**src/logic/rppa_pkg.sv**
```systemverilog
// constants, types and helpers of the relay parameter and password access block
// assumes a 16-bit word register port and a single 25 MHz clock
package rppa_pkg;
    localparam int AW = 8;
    localparam int DW = 16;
    localparam int NSIG = 9;
    localparam int NEVT = 2 * NSIG;
    localparam int NSET = 5;
    localparam int NMEAS = 9;
    localparam int CW = 6;
    localparam int CNTW = 6;
    localparam int EVT_DEPTH = 60;
    localparam logic [CNTW-1:0] EVT_FULL = CNTW'(EVT_DEPTH);
    localparam logic [CNTW-1:0] PTR_LAST = CNTW'(EVT_DEPTH - 1);
    // register offsets
    localparam logic [AW-1:0] ADR_PWD_OPEN = 8'h00;
    localparam logic [AW-1:0] ADR_PWD_CLOSE = 8'h01;
    localparam logic [AW-1:0] ADR_PWD_STAT = 8'h02;
    localparam logic [AW-1:0] ADR_EVT_DATA = 8'h03;
    localparam logic [AW-1:0] ADR_EVT_CNT = 8'h04;
    localparam logic [AW-1:0] ADR_EVT_MASK = 8'h05;
    localparam logic [AW-1:0] ADR_STAT_ACT = 8'h06;
    localparam logic [AW-1:0] ADR_STAT_MEM = 8'h07;
    localparam logic [AW-1:0] ADR_ANG_BASE = 8'h10;
    localparam logic [AW-1:0] ADR_PCT_BASE = 8'h20;
    localparam logic [AW-1:0] ADR_SET_BASE = 8'h30;
    // field positions
    localparam int POS_OPEN = 0;
    localparam int POS_LOCK = 1;
    localparam int POS_FAIL = 2;
    localparam int POS_VALID = 8;
    // event codes and values
    localparam logic [CW-1:0] EVT_RESTART = 6'h32;
    localparam logic [CW-1:0] EVT_OVERFLOW = 6'h33;
    localparam logic [9:0] PWD_DEFAULT = 10'h001;
    localparam logic [9:0] PWD_MIN = 10'h001;
    localparam logic [9:0] PWD_MAX = 10'h3e7;
    localparam logic [9:0] PWD_LOCKVAL = 10'h000;
    localparam logic [2:0] FAIL_LIMIT = 3'h7;
    localparam logic [8:0] ANGLE_MAX = 9'h167;
    localparam logic [12:0] PCT_MAX = 13'h199a;
    localparam logic [NSIG-1:0] MASK_RST = 9'h1ff;
    localparam logic [7:0] SET_MIN [NSET] = '{8'h05, 8'h0a, 8'h05, 8'h07, 8'h0a};
    localparam logic [7:0] SET_MAX [NSET] = '{8'h32, 8'h32, 8'h1e, 8'h14, 8'h32};
    localparam logic [7:0] SET_RST [NSET] = SET_MIN;

    typedef enum logic [1:0] {PW_CLOSED, PW_OPEN, PW_LOCKED} rppa_pstate_t;

    function automatic logic rppaSetOk(input int idx, input logic [DW-1:0] v);
        return (v >= {8'h00, SET_MIN[idx]}) && (v <= {8'h00, SET_MAX[idx]});
    endfunction

    function automatic logic rppaPwdOk(input logic [DW-1:0] v);
        return (v >= {6'h00, PWD_MIN}) && (v <= {6'h00, PWD_MAX});
    endfunction

    function automatic logic rppaInWin(input logic [AW-1:0] a, input logic [AW-1:0] b,
                                       input int n);
        return (int'(a) >= int'(b)) && (int'(a) < int'(b) + n);
    endfunction

    function automatic int rppaWinIdx(input logic [AW-1:0] a, input logic [AW-1:0] b);
        return int'(a) - int'(b);
    endfunction
endpackage

```
**src/logic/rppa_evt_buf.sv**
```systemverilog
// sixty-entry event code buffer in flip-flops, circular with an occupancy count
// assumes the writer never pushes while full
`timescale 1ns/1ps
module rppa_evt_buf
    import rppa_pkg::*;
(
    input wire logic mclk,
    input wire logic rst,
    input wire logic push,
    input wire logic [CW-1:0] pushCode,
    input wire logic pop,
    output logic [CW-1:0] headCode,
    output logic [CNTW-1:0] count,
    output logic full,
    output logic empty
);
    logic [CW-1:0] mem_r [EVT_DEPTH];
    logic [CNTW-1:0] wrPtr_r;
    logic [CNTW-1:0] rdPtr_r;
    logic [CNTW-1:0] count_r;
    logic doPush;
    logic doPop;

    function automatic logic [CNTW-1:0] nextPtr(input logic [CNTW-1:0] p);
        return (p == PTR_LAST) ? '0 : p + 6'h01;
    endfunction

    assign full = (count_r == EVT_FULL);
    assign empty = (count_r == '0);
    assign count = count_r;
    assign headCode = mem_r[rdPtr_r];
    assign doPush = push && !full;
    assign doPop = pop && !empty;

    // storage has no reset; empty reads are masked by the count
    always_ff @(posedge mclk)
    begin
        if (doPush)
            mem_r[wrPtr_r] <= pushCode;
    end

    // pointers and occupancy
    always_ff @(posedge mclk or posedge rst)
    begin
        if (rst)
        begin
            wrPtr_r <= '0;
            rdPtr_r <= '0;
            count_r <= '0;
        end
        else
        begin
            if (doPush)
                wrPtr_r <= nextPtr(wrPtr_r);
            if (doPop)
                rdPtr_r <= nextPtr(rdPtr_r);
            if (doPush && !doPop)
                count_r <= count_r + 6'h01;
            else if (doPop && !doPush)
                count_r <= count_r - 6'h01;
        end
    end
endmodule

```
**src/logic/rppa_stat_latch.sv**
```systemverilog
// actual-status and memorized flags for the protection and relay signals
// assumes signal inputs synchronous to mclk; memClr is a one-cycle register reset
`timescale 1ns/1ps
module rppa_stat_latch
    import rppa_pkg::*;
(
    input wire logic mclk,
    input wire logic rst,
    input wire logic [NSIG-1:0] act,
    input wire logic memClr,
    output logic [NSIG-1:0] actQ,
    output logic [NSIG-1:0] memQ,
    output logic [NSIG-1:0] rise,
    output logic [NSIG-1:0] fall
);
    logic [NSIG-1:0] act_r;
    logic [NSIG-1:0] mem_r;

    assign actQ = act_r;
    assign memQ = mem_r;
    assign rise = act & ~act_r;
    assign fall = ~act & act_r;

    // actual state: 1 active, 0 inactive; memorized bit survives a clear while active
    always_ff @(posedge mclk or posedge rst)
    begin
        if (rst)
        begin
            act_r <= '0;
            mem_r <= '0;
        end
        else
        begin
            act_r <= act;
            mem_r <= (mem_r & ~{NSIG{memClr}}) | act;
        end
    end
endmodule

```
**src/logic/rppa_core.sv**
```systemverilog
// top of the relay parameter access block: register port, password, settings, events
// assumes one-cycle strobes, never both at once, read data valid only the next cycle
//
// Chosen here: the placing of the registers and strobed register access.
`timescale 1ns/1ps
module rppa_core
    import rppa_pkg::*;
(
    input wire logic mclk,
    input wire logic rst,
    input wire logic [AW-1:0] addr,
    input wire logic [DW-1:0] wrData,
    input wire logic wrStb,
    input wire logic rdStb,
    output logic [DW-1:0] rdData,
    input wire logic supplyFail,
    input wire logic panelSetWr,
    input wire logic [2:0] panelSetIdx,
    input wire logic [7:0] panelSetData,
    input wire logic panelPwdWr,
    input wire logic [9:0] panelPwdData,
    input wire logic [NSIG-1:0] sigAct,
    input wire logic [NMEAS-1:0][8:0] angleIn,
    input wire logic [NMEAS-1:0][12:0] pctIn,
    output logic [NSET-1:0][7:0] settingVal,
    output rppa_pstate_t pwdState,
    output logic [9:0] pwdStore,
    output logic [CNTW-1:0] evtCount
);
    rppa_pstate_t pState_r;
    logic [9:0] pwd_r;
    logic [2:0] fail_r;
    logic [7:0] set_r [NSET];
    logic [NSIG-1:0] mask_r;
    logic [DW-1:0] rdData_r;
    logic [DW-1:0] rdNxt;
    logic [NEVT-1:0] pend_r;
    logic [NEVT-1:0] pendSet;
    logic restPend_r;
    logic ovfPend_r;
    logic busOpen;
    logic busClose;
    logic busSetWr;
    logic memClr;
    logic evtPop;
    logic pwdMatch;
    logic [NSIG-1:0] actQ;
    logic [NSIG-1:0] memQ;
    logic [NSIG-1:0] rise;
    logic [NSIG-1:0] fall;
    logic [CW-1:0] headCode;
    logic [CNTW-1:0] count;
    logic full;
    logic empty;
    logic selValid;
    logic selSys;
    logic [CW-1:0] selCode;
    int selIdx;
    logic push;
    logic drop;

    // register port decode; the event mask address also takes writes, decoded at its register
    assign busOpen = wrStb && (addr == ADR_PWD_OPEN);
    assign busClose = wrStb && (addr == ADR_PWD_CLOSE);
    assign busSetWr = wrStb && rppaInWin(addr, ADR_SET_BASE, NSET);
    assign memClr = wrStb && (addr == ADR_STAT_MEM);
    assign evtPop = rdStb && (addr == ADR_EVT_DATA);
    assign pwdMatch = (wrData == {6'h00, pwd_r});

    assign rdData = rdData_r;
    assign pwdState = pState_r;
    assign pwdStore = pwd_r;
    assign evtCount = count;

    // settings outputs straight from their registers
    always_comb
    begin
        for (int i = 0; i < NSET; i++)
            settingVal[i] = set_r[i];
    end

    // signal flags, including the five relay bits and the breaker trip
    rppa_stat_latch uLatch (
        .mclk(mclk),
        .rst(rst),
        .act(sigAct),
        .memClr(memClr),
        .actQ(actQ),
        .memQ(memQ),
        .rise(rise),
        .fall(fall)
    );

    rppa_evt_buf uEvt (
        .mclk(mclk),
        .rst(rst),
        .push(push),
        .pushCode(selCode),
        .pop(evtPop),
        .headCode(headCode),
        .count(count),
        .full(full),
        .empty(empty)
    );

    // password state machine; supply failure outranks every command
    always_ff @(posedge mclk or posedge rst)
    begin
        if (rst)
        begin
            pState_r <= PW_CLOSED;
            pwd_r <= PWD_DEFAULT;
            fail_r <= '0;
        end
        else if (supplyFail)
        begin
            if (pState_r == PW_OPEN)
                pState_r <= PW_CLOSED;
        end
        else if (panelPwdWr)
        begin
            // the panel path is the only way out of lockout
            if (rppaPwdOk({6'h00, panelPwdData}))
            begin
                pwd_r <= panelPwdData;
                pState_r <= PW_CLOSED;
                fail_r <= '0;
            end
        end
        else if (busOpen)
        begin
            unique case (pState_r)
                PW_CLOSED, PW_OPEN:
                begin
                    if (pwdMatch)
                    begin
                        pState_r <= PW_OPEN;
                        fail_r <= '0;
                    end
                    else if (fail_r == FAIL_LIMIT - 3'h1)
                    begin
                        pState_r <= PW_LOCKED;
                        pwd_r <= PWD_LOCKVAL;
                        fail_r <= FAIL_LIMIT;
                    end
                    else
                    begin
                        pState_r <= PW_CLOSED;
                        fail_r <= fail_r + 3'h1;
                    end
                end
                PW_LOCKED:
                begin
                    // bus opening refused until the panel assigns a value
                end
                default:
                    pState_r <= PW_CLOSED;
            endcase
        end
        else if (busClose)
        begin
            if (pState_r == PW_OPEN)
            begin
                if (rppaPwdOk(wrData))
                    pwd_r <= wrData[9:0];
                pState_r <= PW_CLOSED;
            end
        end
    end

    // settings: panel writes need no password, bus writes need an open password
    always_ff @(posedge mclk or posedge rst)
    begin
        if (rst)
        begin
            for (int i = 0; i < NSET; i++)
                set_r[i] <= SET_RST[i];
        end
        else
        begin
            for (int i = 0; i < NSET; i++)
            begin
                if (panelSetWr && (panelSetIdx == 3'(i)))
                begin
                    if (rppaSetOk(i, {8'h00, panelSetData}))
                        set_r[i] <= panelSetData;
                end
                else if (busSetWr && (rppaWinIdx(addr, ADR_SET_BASE) == i))
                begin
                    // closed state or illegal value: dropped with no error reply
                    if (pState_r == PW_OPEN && rppaSetOk(i, wrData))
                        set_r[i] <= wrData[7:0];
                end
            end
        end
    end

    // event mask covers only signal edges; one bit per signal for both edges
    always_ff @(posedge mclk or posedge rst)
    begin
        if (rst)
            mask_r <= MASK_RST;
        else if (wrStb && (addr == ADR_EVT_MASK))
            mask_r <= wrData[NSIG-1:0];
    end

    // masked signal edges: even code slot is activation, odd slot is reset
    always_comb
    begin
        pendSet = '0;
        for (int i = 0; i < NSIG; i++)
        begin
            pendSet[2*i] = rise[i] && mask_r[i];
            pendSet[2*i+1] = fall[i] && mask_r[i];
        end
    end

    // pick one event a cycle: system events first, then lowest pending slot
    always_comb
    begin
        selValid = 1'b0;
        selSys = 1'b0;
        selCode = '0;
        selIdx = 0;
        if (restPend_r)
        begin
            selValid = 1'b1;
            selSys = 1'b1;
            selCode = EVT_RESTART;
        end
        else if (ovfPend_r && !full)
        begin
            selValid = 1'b1;
            selSys = 1'b1;
            selCode = EVT_OVERFLOW;
        end
        else
        begin
            for (int i = NEVT - 1; i >= 0; i--)
            begin
                if (pend_r[i])
                begin
                    selValid = 1'b1;
                    selIdx = i;
                    selCode = CW'(i + 1);
                end
            end
        end
    end

    // a status event met by a full buffer is lost and flags overflow instead;
    // link codes fifty-two and up are never produced in this block
    assign push = selValid && !full;
    assign drop = selValid && full && !selSys;

    // pending slots: a new edge in the cycle its slot is taken is kept
    always_ff @(posedge mclk or posedge rst)
    begin
        if (rst)
            pend_r <= '0;
        else
        begin
            for (int i = 0; i < NEVT; i++)
            begin
                if ((push || drop) && !selSys && selIdx == i)
                    pend_r[i] <= pendSet[i];
                else
                    pend_r[i] <= pend_r[i] | pendSet[i];
            end
        end
    end

    // system events; restart is armed by reset itself
    always_ff @(posedge mclk or posedge rst)
    begin
        if (rst)
        begin
            restPend_r <= 1'b1;
            ovfPend_r <= 1'b0;
        end
        else
        begin
            if (push && selCode == EVT_RESTART)
                restPend_r <= 1'b0;
            if (drop)
                ovfPend_r <= 1'b1;
            else if (push && selCode == EVT_OVERFLOW)
                ovfPend_r <= 1'b0;
        end
    end

    // read mux; password values are never readable
    always_comb
    begin
        rdNxt = '0;
        if (addr == ADR_PWD_STAT)
        begin
            rdNxt[POS_OPEN] = (pState_r == PW_OPEN);
            rdNxt[POS_LOCK] = (pState_r == PW_LOCKED);
            rdNxt[POS_FAIL +: 3] = fail_r;
        end
        else if (addr == ADR_EVT_DATA && !empty)
        begin
            rdNxt[POS_VALID] = 1'b1;
            rdNxt[CW-1:0] = headCode;
        end
        else if (addr == ADR_EVT_CNT)
            rdNxt[CNTW-1:0] = count;
        else if (addr == ADR_EVT_MASK)
            rdNxt[NSIG-1:0] = mask_r;
        else if (addr == ADR_STAT_ACT)
            rdNxt[NSIG-1:0] = actQ;
        else if (addr == ADR_STAT_MEM)
            rdNxt[NSIG-1:0] = memQ;
        else if (rppaInWin(addr, ADR_ANG_BASE, NMEAS))
        begin
            if (angleIn[rppaWinIdx(addr, ADR_ANG_BASE)] > ANGLE_MAX)
                rdNxt[8:0] = ANGLE_MAX;
            else
                rdNxt[8:0] = angleIn[rppaWinIdx(addr, ADR_ANG_BASE)];
        end
        else if (rppaInWin(addr, ADR_PCT_BASE, NMEAS))
        begin
            if (pctIn[rppaWinIdx(addr, ADR_PCT_BASE)] > PCT_MAX)
                rdNxt[12:0] = PCT_MAX;
            else
                rdNxt[12:0] = pctIn[rppaWinIdx(addr, ADR_PCT_BASE)];
        end
        else if (rppaInWin(addr, ADR_SET_BASE, NSET))
            rdNxt[7:0] = set_r[rppaWinIdx(addr, ADR_SET_BASE)];
    end

    // read data stands one cycle only; zero otherwise keeps stale data off the bus
    always_ff @(posedge mclk or posedge rst)
    begin
        if (rst)
            rdData_r <= '0;
        else if (rdStb)
            rdData_r <= rdNxt;
        else
            rdData_r <= '0;
    end

    for (genvar g = 0; g < NSET; g++)
    begin : gSetChk

    end
endmodule

```
**config.mk**
```make
export PLATFORM = sky130hd
export DESIGN_NAME = rppa_core
export DESIGN_NICKNAME = d
export VERILOG_FILES = /design/src/logic/rppa_pkg.sv /design/src/logic/rppa_evt_buf.sv /design/src/logic/rppa_stat_latch.sv /design/src/logic/rppa_core.sv
export SDC_FILE = /design/constraint.sdc
export NUM_CORES = 1
export LEC_CHECK = 0
export ABC_AREA = 1
export BUFFER_PORTS_ARGS = -buffer_cell sky130_fd_sc_hd__buf_2
export CAP_MARGIN = 40
export CORE_AREA = 2 2 158 315
export CTS_CLUSTER_DIAMETER = 50
export DETAILED_ROUTE_END_ITERATION = 10
export DIE_AREA = 0 0 160 317
export GPL_ROUTABILITY_DRIVEN = 0
export GPL_TIMING_DRIVEN = 0
export PLACE_DENSITY = 0.71
export SLEW_MARGIN = 20
export SYNTH_ARGS = -nofsm -noshare
export SYNTH_HDL_FRONTEND = slang
export SYNTH_SLANG_ARGS = --single-unit
export TNS_END_PERCENT = 30
```
**constraint.sdc**
```tcl
create_clock -name mclk -period 6.2 [get_ports mclk]
set_clock_uncertainty 0.15 [all_clocks]
set_input_delay 0.62 -clock mclk [delete_from_list [all_inputs] [get_ports mclk]]
set_output_delay 0.62 -clock mclk [all_outputs]
set_load 0.02 [all_outputs]
```
; ---- Yosys cells after proc, flatten, opt, wreduce, memory -nomap -nowiden
; Memories as Yosys holds them, arrays and structs flattened.
; Cells that the tools add are included.
[totals]
word_cells = 422
memories = 1
out_inout_bits = 74
ram_bits = 360
inputBits = 259
ff_bits = 136
[memory_table]
columns = memory, words, width, rd, rd_ports_with_merged_regs, wr, line
row1 = uEvt.mem_r, 60, 6, 1, 0, 1, rppa_evt_buf.sv:17  ; logic [CW-1:0] mem_r [EVT_DEPTH];
[op_classes]
n_lt_le_gt_ge = 27
n_eq_ne = 52
bitwise_logic = 27
reduce_logical = 120
n_addsub = 8
muxes = 169
[ops]
columns = cell, n
row1 = $mux 32, 19
row2 = $eq 32x5->1 const B, 8
row3 = $mux 8, 23
row4 = $eq 32x4->1 const B, 5
row5 = $mux 13, 12
row6 = $mux 6, 25
row7 = $eq 32x3->1 const B, 4
row8 = $mux 10, 9
row9 = $logic_and 1x1->1, 81
row10 = $eq 32x2->1 const B, 2
row11 = $eq 32x6->1 const B, 2
row12 = $logic_not 32->1, 2
row13 = $mux 9, 7
row14 = $bmux 13 s4, 1
row15 = $mux 1, 45
row16 = $bmux 9 s4, 1
row17 = $eq 8x3->1 const B, 4
row18 = $ge 16x3->1 const B, 2
row19 = $ge 32x4->1 const B, 1
row20 = $le 16x5->1 const B, 2
row21 = $not 32->32, 1
row22 = $eq 6x6->1 const B, 5
row23 = $reduce_bool 2->1, 14
row24 = $and 9x9->9, 3
row25 = 57 further kinds, 125

; ---- Longest topological paths before layout
; Gate-level depths: netlist of the first run.
[depth]
depth_word = 26
mapped_depth = 23
mapped_depth_nobuf = 23

; ---- Modules after synthesis
; From an unflattened synthesis of the first run, not the netlist that was laid out.
[unflattened]
hier_cells = 2947
area_unflattened_um2 = 24927.7
[modules_own_cells]
columns = mod, cells_each, n_inst, seq_area_each_um2, area_per_inst_um2
row1 = rppa_evt_buf, 1516, 1, 11260.8, 16118.0
row2 = rppa_core, 1357, 1, 2454.9, 8149.1
row3 = rppa_stat_latch, 74, 1, 450.4, 660.6

; ---- Least setup slack after synthesis of the first run
; No wires, ideal clock.
[synth_path]
path_kind = register to register
startpoint = register uEvt.count_r[0] (netlist: uEvt.count[0])
endpoint = memory uEvt.mem_r[0][2] (data pin)
setup_slack_ps = 492
synth_period_minus_slack_ps = 5708
path_stages_with_launch = 8
path_buffers = 0
t_required_ps = 5213
arrival_ps = 4721
setup_time_ps = 837
path_cell_list = dfrtp_1 > nor2_1 > nand3_1 > nor3_1 > nor2_1 > nor3_1 > inv_1 > nor4_1
[synth_between]
elab_chain_cells = 5
[synth_rtl]
columns = element, line
row1 = start: declaration, rppa_evt_buf.sv:20  ; logic [CNTW-1:0] count_r;
row2 = start signal: assignment, rppa_evt_buf.sv:58  ; count_r <= count_r + 6'h01;
row3 = start signal: assignment, rppa_evt_buf.sv:60  ; count_r <= count_r - 6'h01;
row4 = $eq 6x6->1, rppa_evt_buf.sv:28  ; assign full = (count_r == EVT_FULL);
row5 = $logic_not 1->1, rppa_core.sv:231  ; else if (ovfPend_r && !full)
row6 = $logic_and 1x1->1, rppa_core.sv:231
row7 = $mux 6, rppa_core.sv:231
row8 = $mux 6, rppa_core.sv:225  ; if (restPend_r)
row9 = via selCode[2], rppa_core.sv:57  ; logic [CW-1:0] selCode;
row10 = end: declaration, rppa_evt_buf.sv:17
; The timed path passes the listed nets, and every way through them passes these cells.

; ---- Worst setup path after layout of the first run
[layout_path]
startpoint = input port addr[6]
endpoint = register uEvt.count_r[5] (netlist: uEvt.count[5])
[layout_between]
elab_chain_cells = 6
elab_cells_between_ends = 8
classes_between = eq/ne: 1 / mux: 1 / reduce/logical: 6
[layout_rtl]
columns = element, line
row1 = start: declaration, rppa_core.sv:11  ; input wire logic [AW-1:0] addr,
row2 = $eq 8x2->1 (*), rppa_core.sv:67  ; assign evtPop = rdStb && (addr == ADR_EVT_DATA);
row3 = $logic_and 1x1->1 (*), rppa_core.sv:67
row4 = $logic_and 1x1->1 (*), rppa_evt_buf.sv:33  ; assign doPop = pop && !empty;
row5 = $logic_not 1->1, rppa_evt_buf.sv:57  ; if (doPush && !doPop)
row6 = $logic_and 1x1->1, rppa_evt_buf.sv:57
row7 = $mux 6 / $reduce_bool 2->1 (equally long branches), --
; Every way passes the cells marked *; elsewhere a longest branch is shown, timed or not.
; A chain may end at the register's enable or synchronous reset.

==> results.toml, run 1 <==
[final_layout]
areaGrowthSynthToFinish_pct = 18.24
final_cell_mix = "747 x nand2_1, 360 x edfxtp_1, 353 x buf_2"
post-route-util = 0.5890
nFillCells = 4298
final_cells = 3692
final_common_cell = "nand2_1"
drive_above_1_share = 0.1711
nets = 3288

[routing]
wire_per_inst_um = 26.45
first_pass_iters = 7
vias = 23099
vias_per_cell = 6.257
drcViolationCount = 0
drtIter0Drc = 2943
drt_wl_total_mm = 97.64
ant_nets = 0

[cts]
cts_sinks = 493
cts_made_buffers = 41
htreeDepth = 2
cts_buffer_depth = 3
clkSlewWorstSetupHoldPaths_ns = 0.07
clk_latency_ns = 0.58
cts_resized = 0
cts-root-buf = "clkbuf_16"
cts_tree = "yes"

[worst_setup_path]
regToRegEndpoint = "uEvt.count[5]"
r2r_slack_ns = 1.53
cp_slowest_stage_delay_ns = 0.49
endpoint_kind = "flop"
worst_ep_required_time_ns = 6.51
crit_slowest_cell = "nor3_2"
crit_family = "simple AND/OR/NAND/NOR gates"
critPathKind = "in2reg"
critPathLaunchType = "input port"
cp_cell_sequence = "buf_2, nor2_1, inv_1, nor2_1, inv_1, nor2_1, inv_1, nor3_2, inv_1, nor2_1, inv_1, ha_1, inv_1, ha_1, a21oi_1, inv_1, a31oi_1, nor2_1, nor2_1, nor2_1, o21ai_0, nand3_1, xor2_1"
worstPathArrival_ns = 5.04
crit-reg2reg-launch = "uEvt.count[0]"
r2r_cells = 21
critPathMaxFanout = 7
cp_num_buf_inv = 8

[synthesis]
synthArstFlopShare = 0.2698
yosysSeqAreaShare = 0.5898
syn_inst = 2598
synth-warning-count = 0
ys.flop_type = "edfxtp_1"
syn-mean-instance-area_um2 = 9.244
synth.top_cell.area_share = 0.4501
synth-edff-count = 360
synth_area_leaders = "edfxtp_1 45%, nand2_1 12%, dfrtp_1 12%"
ys_types = 58
yosysTopAreaCell = "edfxtp_1"
syn-cell-area_um2 = 24020
synth_seq_cells = 493

[floorplanning]
rows = 114
die_area_um2 = 50720
io_pins = 333
coreArea_um2 = 48210
die_w_um = 160
initial_utilization = 0.4982
fp.dieH_um = 317

[grt]
antenna_found_initial = 3
track_usage = 0.3807
grt_remaining_overflow = 0
grt_max_degree = 102
grt_pass1_vias = 22657
grt_pass1_wl_mm = 140.9

[power]
switchingPower_w = 0.004087
leakage_nw = 11.70
powerDensity_nw_per_um2 = 390.9
seq_power_share = 0.450
p_int_w = 0.007013
max-vdd-ir-drop_uv = 321.8
power_frac_comb = 0.320
clkPwrFrac = 0.229
switching_share = 0.3682

[sta]
worst_slack_ns = 1.466
relSlewSlack = 0.3619
fmax_mhz = 211.2
hold_violations = 0
rsz0062_at_grt = "no"
worst_slew_pin_slew_ns = 0.9490
setup_violations = 0
fin_crit_ns = 4.734
slew_violations = 0
min_period_over_period = 0.7635

[hold_path]
hp-class = "in2reg"
worstHoldStart = "sigAct[7]"
hold_depth = 1
hold_end = "uLatch.actQ[7]"

[status]
status = "finished, final reports clean"

[placed_design]
dp_hpwl_mm = 72.80
pre_cts_ws_ns = 1.047
portBuffers = 318
place_inst = 3598

[run]
drv_cap = 0
## synthesized netlist by cell type, types with 9 or more instances
cell	instances
edfxtp_1	360
a21oi_1	152
clkbuf_1	80
buf_1	15
dfstp_2	22
a221oi_1	16
dfrtp_1	111
a32o_1	22
o22ai_1	29
ha_1	9
nand2_1	748
a221o_1	13
a31oi_1	37
nor3_1	26
nor2_1	274
nand4_1	38
nand3_1	118
buf_4	9
nor4_1	12
o21ai_0	147
o221ai_1	12
inv_1	175
o31ai_1	10
o211ai_1	27
buf_2	27
a22oi_1	22
## how the worst max path moves through the flow
| stage | end | cells past startpoint | slack [ns] | start |
|---|---|---|---|---|
| 3_5_place_dp | uEvt.count[5] | 23 | 1.05 | addr[6] |
| 2_1_floorplan | uEvt.mem_r[0][2] | 7 | 0.49 | uEvt.count[0] |
| 5_1_grt | uEvt.count[5] | 23 | 1.25 | addr[6] |
| 6_report | uEvt.count[5] | 23 | 1.47 | addr[6] |
| 3_3_place_gp | ovfPend_r | 9 | -4.67 | uEvt.count[0] |
| 4_1_cts | uEvt.count[5] | 21 | 1.54 | uEvt.count[0] |
## power groups by stage
stage	sequential, W	clock [W]	combinational (W)
after floorplan	0.00529	0	0.00172
after global placement	0.00515	0	0.00291
after detailed placement	0.00505	0	0.00334
after CTS	0.00498	0.00254	0.00336
after global routing	0.00503	0.00264	0.00373
final	0.00500	0.00254	0.00356
## state kept, by name, indices dropped and copies added (netlist names)
signal        cells
restPend_r        1
uLatch.actQ       9
pend_r           18
pwdStore         10
uEvt.rdPtr_r      6
fail_r            3
uEvt.mem_r      360
settingVal       40
pwdState          2
uEvt.count        6
mask_r            9
rdData           13
uEvt.wrPtr_r      6
ovfPend_r         1
uLatch.memQ       9
## metrics by stage
stage	total power, W	cell area, um^2	setup TNS, ns	hold WS (ns)
5_1_grt	0.01140	28390	0	0.02344
3_3_place_gp	0.008053	26410	-440.60	0.3132
6_report	0.01110	28400	0	0.02453
2_1_floorplan	0.007012	24020	0	0.3013
4_1_cts	0.01088	28220	0	0.01463
3_5_place_dp	0.008393	26940	0	0.3302
## final cells by class
class                           count  area, um^2  share of cell area
Timing Repair Buffer              376        2257             0.07949
Tap cell                          638       798.3             0.02811
Buffer                            132       570.5             0.02009
Clock inverter                     23       180.2            0.006345
Clock buffer                       52        1087             0.03829
Multi-Input combinational cell   1791        8632              0.3040
Sequential cell                   493       14170              0.4989
Antenna cell                        3       7.507           0.0002644
Inverter                          184       698.2             0.02459
## worst reg2reg max path, stage by stage (launching register included)
cell and delay (ns):
dfrtp_1 0.48, nor2_1 0.19, nand3_1 0.09, nor3_1 0.63
nor2_1 0.18, nor3_1 0.30, nand2_1 0.14, inv_1 0.10
nor2_1 0.19, buf_2 0.31, ha_1 0.21, inv_1 0.17
ha_1 0.31, a21oi_1 0.15, inv_1 0.05, a31oi_1 0.22
nor2_1 0.08, nor2_1 0.10, nor2_1 0.06, o21ai_0 0.15
nand3_1 0.13, xor2_1 0.16
## metal layers
layer / wire length [um] / track usage / vias to the layer above
met4: 11380 / 0.3278 / 2
met2: 46860 / 0.6603 / 1862
met3: 10610 / 0.08804 / 601
met5: 13 / 0 / -
li1: - / - / 9855
met1: 28770 / 0.3863 / 10779
## cell families (layout without fill, tap and decap cells)
kind of cell,Yosys count,in the layout,share of synthesized area
AO/OA/AOI/OAI,519,519,0.1332
XOR/XNOR,13,13,0.004741
adder cells (fa/ha/maj),10,10,0.005522
buffers and inverters,316,767,0.05251
flip-flops,493,493,0.5898
multiplexers,9,9,0.004220
other,1,6,0.0001561
AND/OR/NAND/NOR,1237,1237,0.2098
## repair_timing
item	4_1_cts	5_1_grt
setup buffers	0	0
hold endpoints to repair	31	0
hold buffers	1	0
(Power assumes the default switching activity.)
==> run 2: changes to the inputs <==
clock period = 4.6 ns   (was 6.2 ns; I/O delays follow)
==> run 2 against run 1 <==
  * Die area did not move
  * Clock-buffer cell count is 3 higher
  * Flip-flop and latch count stayed put
  * Cell count grew 0.41%
  * Setup slack worse by 1.1 ns
  * Clock power is 52% higher
  * Via count up 0.77%
  * Combinational power up 38%
  * Register-to-register slack worse by 1.2 ns
  * Non-clock buffer count up 14
  * Wire length grew 3.6%
  * Hold slack better by 0.012 ns
  * Critical path type is now reg2reg
  * Highest routed layer is now met4
==> results.toml, run 2 (synthesis gave the netlist of run 1 again) <==
[sta]
setup_violations = 0
min_period_over_period = 0.9293
hold_violations = 0
fin_crit_ns = 4.275
worst_slew_pin_slew_ns = 0.9500
fmax_mhz = 233.9
relSlewSlack = 0.3618
slew_violations = 0
rsz0062_at_grt = "no"
worst_slack_ns = 0.3253

[final_layout]
post-route-util = 0.5978
nets = 3304
final_common_cell = "nand2_1"
areaGrowthSynthToFinish_pct = 19.99
regMostFlops = "uEvt.mem_r"
largest_reg_flops = 360
final_cell_mix = "747 x nand2_1, 360 x edfxtp_1, 349 x buf_2"
antenna_cells = 0
drive_above_1_share = 0.1769
final_area_um2 = 28820

[run]
drv_cap = 0

[grt]
grt_pass1_wl_mm = 144.9
grt_remaining_overflow = 0
grt_max_degree = 72
track_usage = 0.3944
grt_pass1_vias = 22991
antenna_found_initial = 0

[power]
max-vdd-ir-drop_uv = 455.2
p_total_w = 0.01548
leakage_nw = 11.88
powerDensity_nw_per_um2 = 537.3

[worst_setup_path]
endpoint_kind = "flop"
cp_slowest_stage_delay_ns = 0.48
startpoint = "uEvt.count[0]"
r2r_slack_ns = 0.33
worstPathArrival_ns = 4.58
critPathLaunchType = "flop"
critPathKind = "reg2reg"
cp_num_buf_inv = 4
cp_cell_sequence = "nor2_1, nand3_1, nor3_2, nor2_1, nor3_1, nand2_1, inv_1, nor2_1, buf_2, ha_1, inv_1, ha_1, a21oi_1, inv_1, a31oi_1, nor2_1, nor2_1, nor2_1, o21ai_0, nand3_1, xor2_1"
crit_top_cell = "nor2_1"
critPathMaxFanout = 10
crit_family = "simple AND/OR/NAND/NOR gates"
crit_slowest_cell = "dfrtp_1"
worst_ep_required_time_ns = 4.91
crit-reg2reg-launch = "uEvt.count[0]"

[routing]
wire_per_inst_um = 27.30
vias_per_cell = 6.279
drtIter0Drc = 2926
drcViolationCount = 0
vias = 23278
first_pass_iters = 8
drt_wl_total_mm = 101.2
ant_nets = 0

[cts]
cts_tree = "yes"
clkSlewWorstSetupHoldPaths_ns = 0.07
clk_latency_ns = 0.57
cts_made_buffers = 43
cts_buffer_depth = 3
cts_sinks = 493
htreeDepth = 2
cts-root-buf = "clkbuf_16"

[floorplanning]
fp.dieH_um = 317
io_pins = 333
rows = 114
die_area_um2 = 50720
die_w_um = 160
initial_utilization = 0.4982
coreArea_um2 = 48210

[placed_design]
portBuffers = 318
place_area_um2 = 27040
dp_hpwl_mm = 74.73
pre_cts_ws_ns = -0.2277

[status]
status = "finished, final reports clean"

[hold_path]
worstHoldStart = "wrData[7]"
hp-class = "in2reg"
run 2: worst paths after layout:
path                             endpoint  cells after the start
setup / recovery            uEvt.count[5]                     21
hold / removal                  mask_r[7]                      3
setup reg to reg            uEvt.count[5]                     21
hold reg to reg            settingVal[29]                      2
max in group asynchronous  settingVal[16]                      4
min in group asynchronous      pend_r[11]                      3
run 2: power breakdown:
| group | total, W | leakage, nW | switching, W | internal (W) |
|---|---|---|---|---|
| clock network | 0.00385 | 0.709 | 0.00174 | 0.00211 |
| logic | 0.00490 | 6.34 | 0.00356 | 0.00134 |
| registers | 0.00674 | 4.83 | 0.000345 | 0.00640 |
| total | 0.0155 | 11.9 | 0.00564 | 0.00984 |
run 2: timing repair:
item	in CTS	in global routing
setup endpoints to repair	0	1
hold buffers	11	0
hold endpoints to repair	72	0
setup buffers	0	0
resized for setup	0	2
run 2: through the flow:
step                      TNS, ns  hold slack, ns  std cells
after CTS                       0         0.02675       3690
after floorplan            -1.845          0.3013       2600
after detailed placement  -0.2277          0.3431       3600
after global placement    -621.62          0.3143       3556
final                           0         0.03657       3707
after global routing            0         0.07427       3707
run 2: area by class of cell:
class	instances	area, um^2
flip-flops and latches	493	14170
fillers	4133	19390
multi-input cells	1791	8647
inverters	184	698.2
clock buffers	55	1162
plain buffers	132	570.5
well taps	638	798.3
clock inverters	24	317.8
repair buffers	390	2459
run 2: tightest hold or removal path, stage by stage:
cell and delay, ns:
buf_2 0.13, inv_1 0.07, o21ai_0 0.08
run 2: metal layers:
layer / up-vias / GRT usage / part of all wire
li1: 9890 / - / -
met1: 10863 / 0.4012 / 0.29
met2: 1894 / 0.6766 / 0.48
met3: 631 / 0.09143 / 0.11
met4: 0 / 0.3522 / 0.12
met5: - / 0 / 0
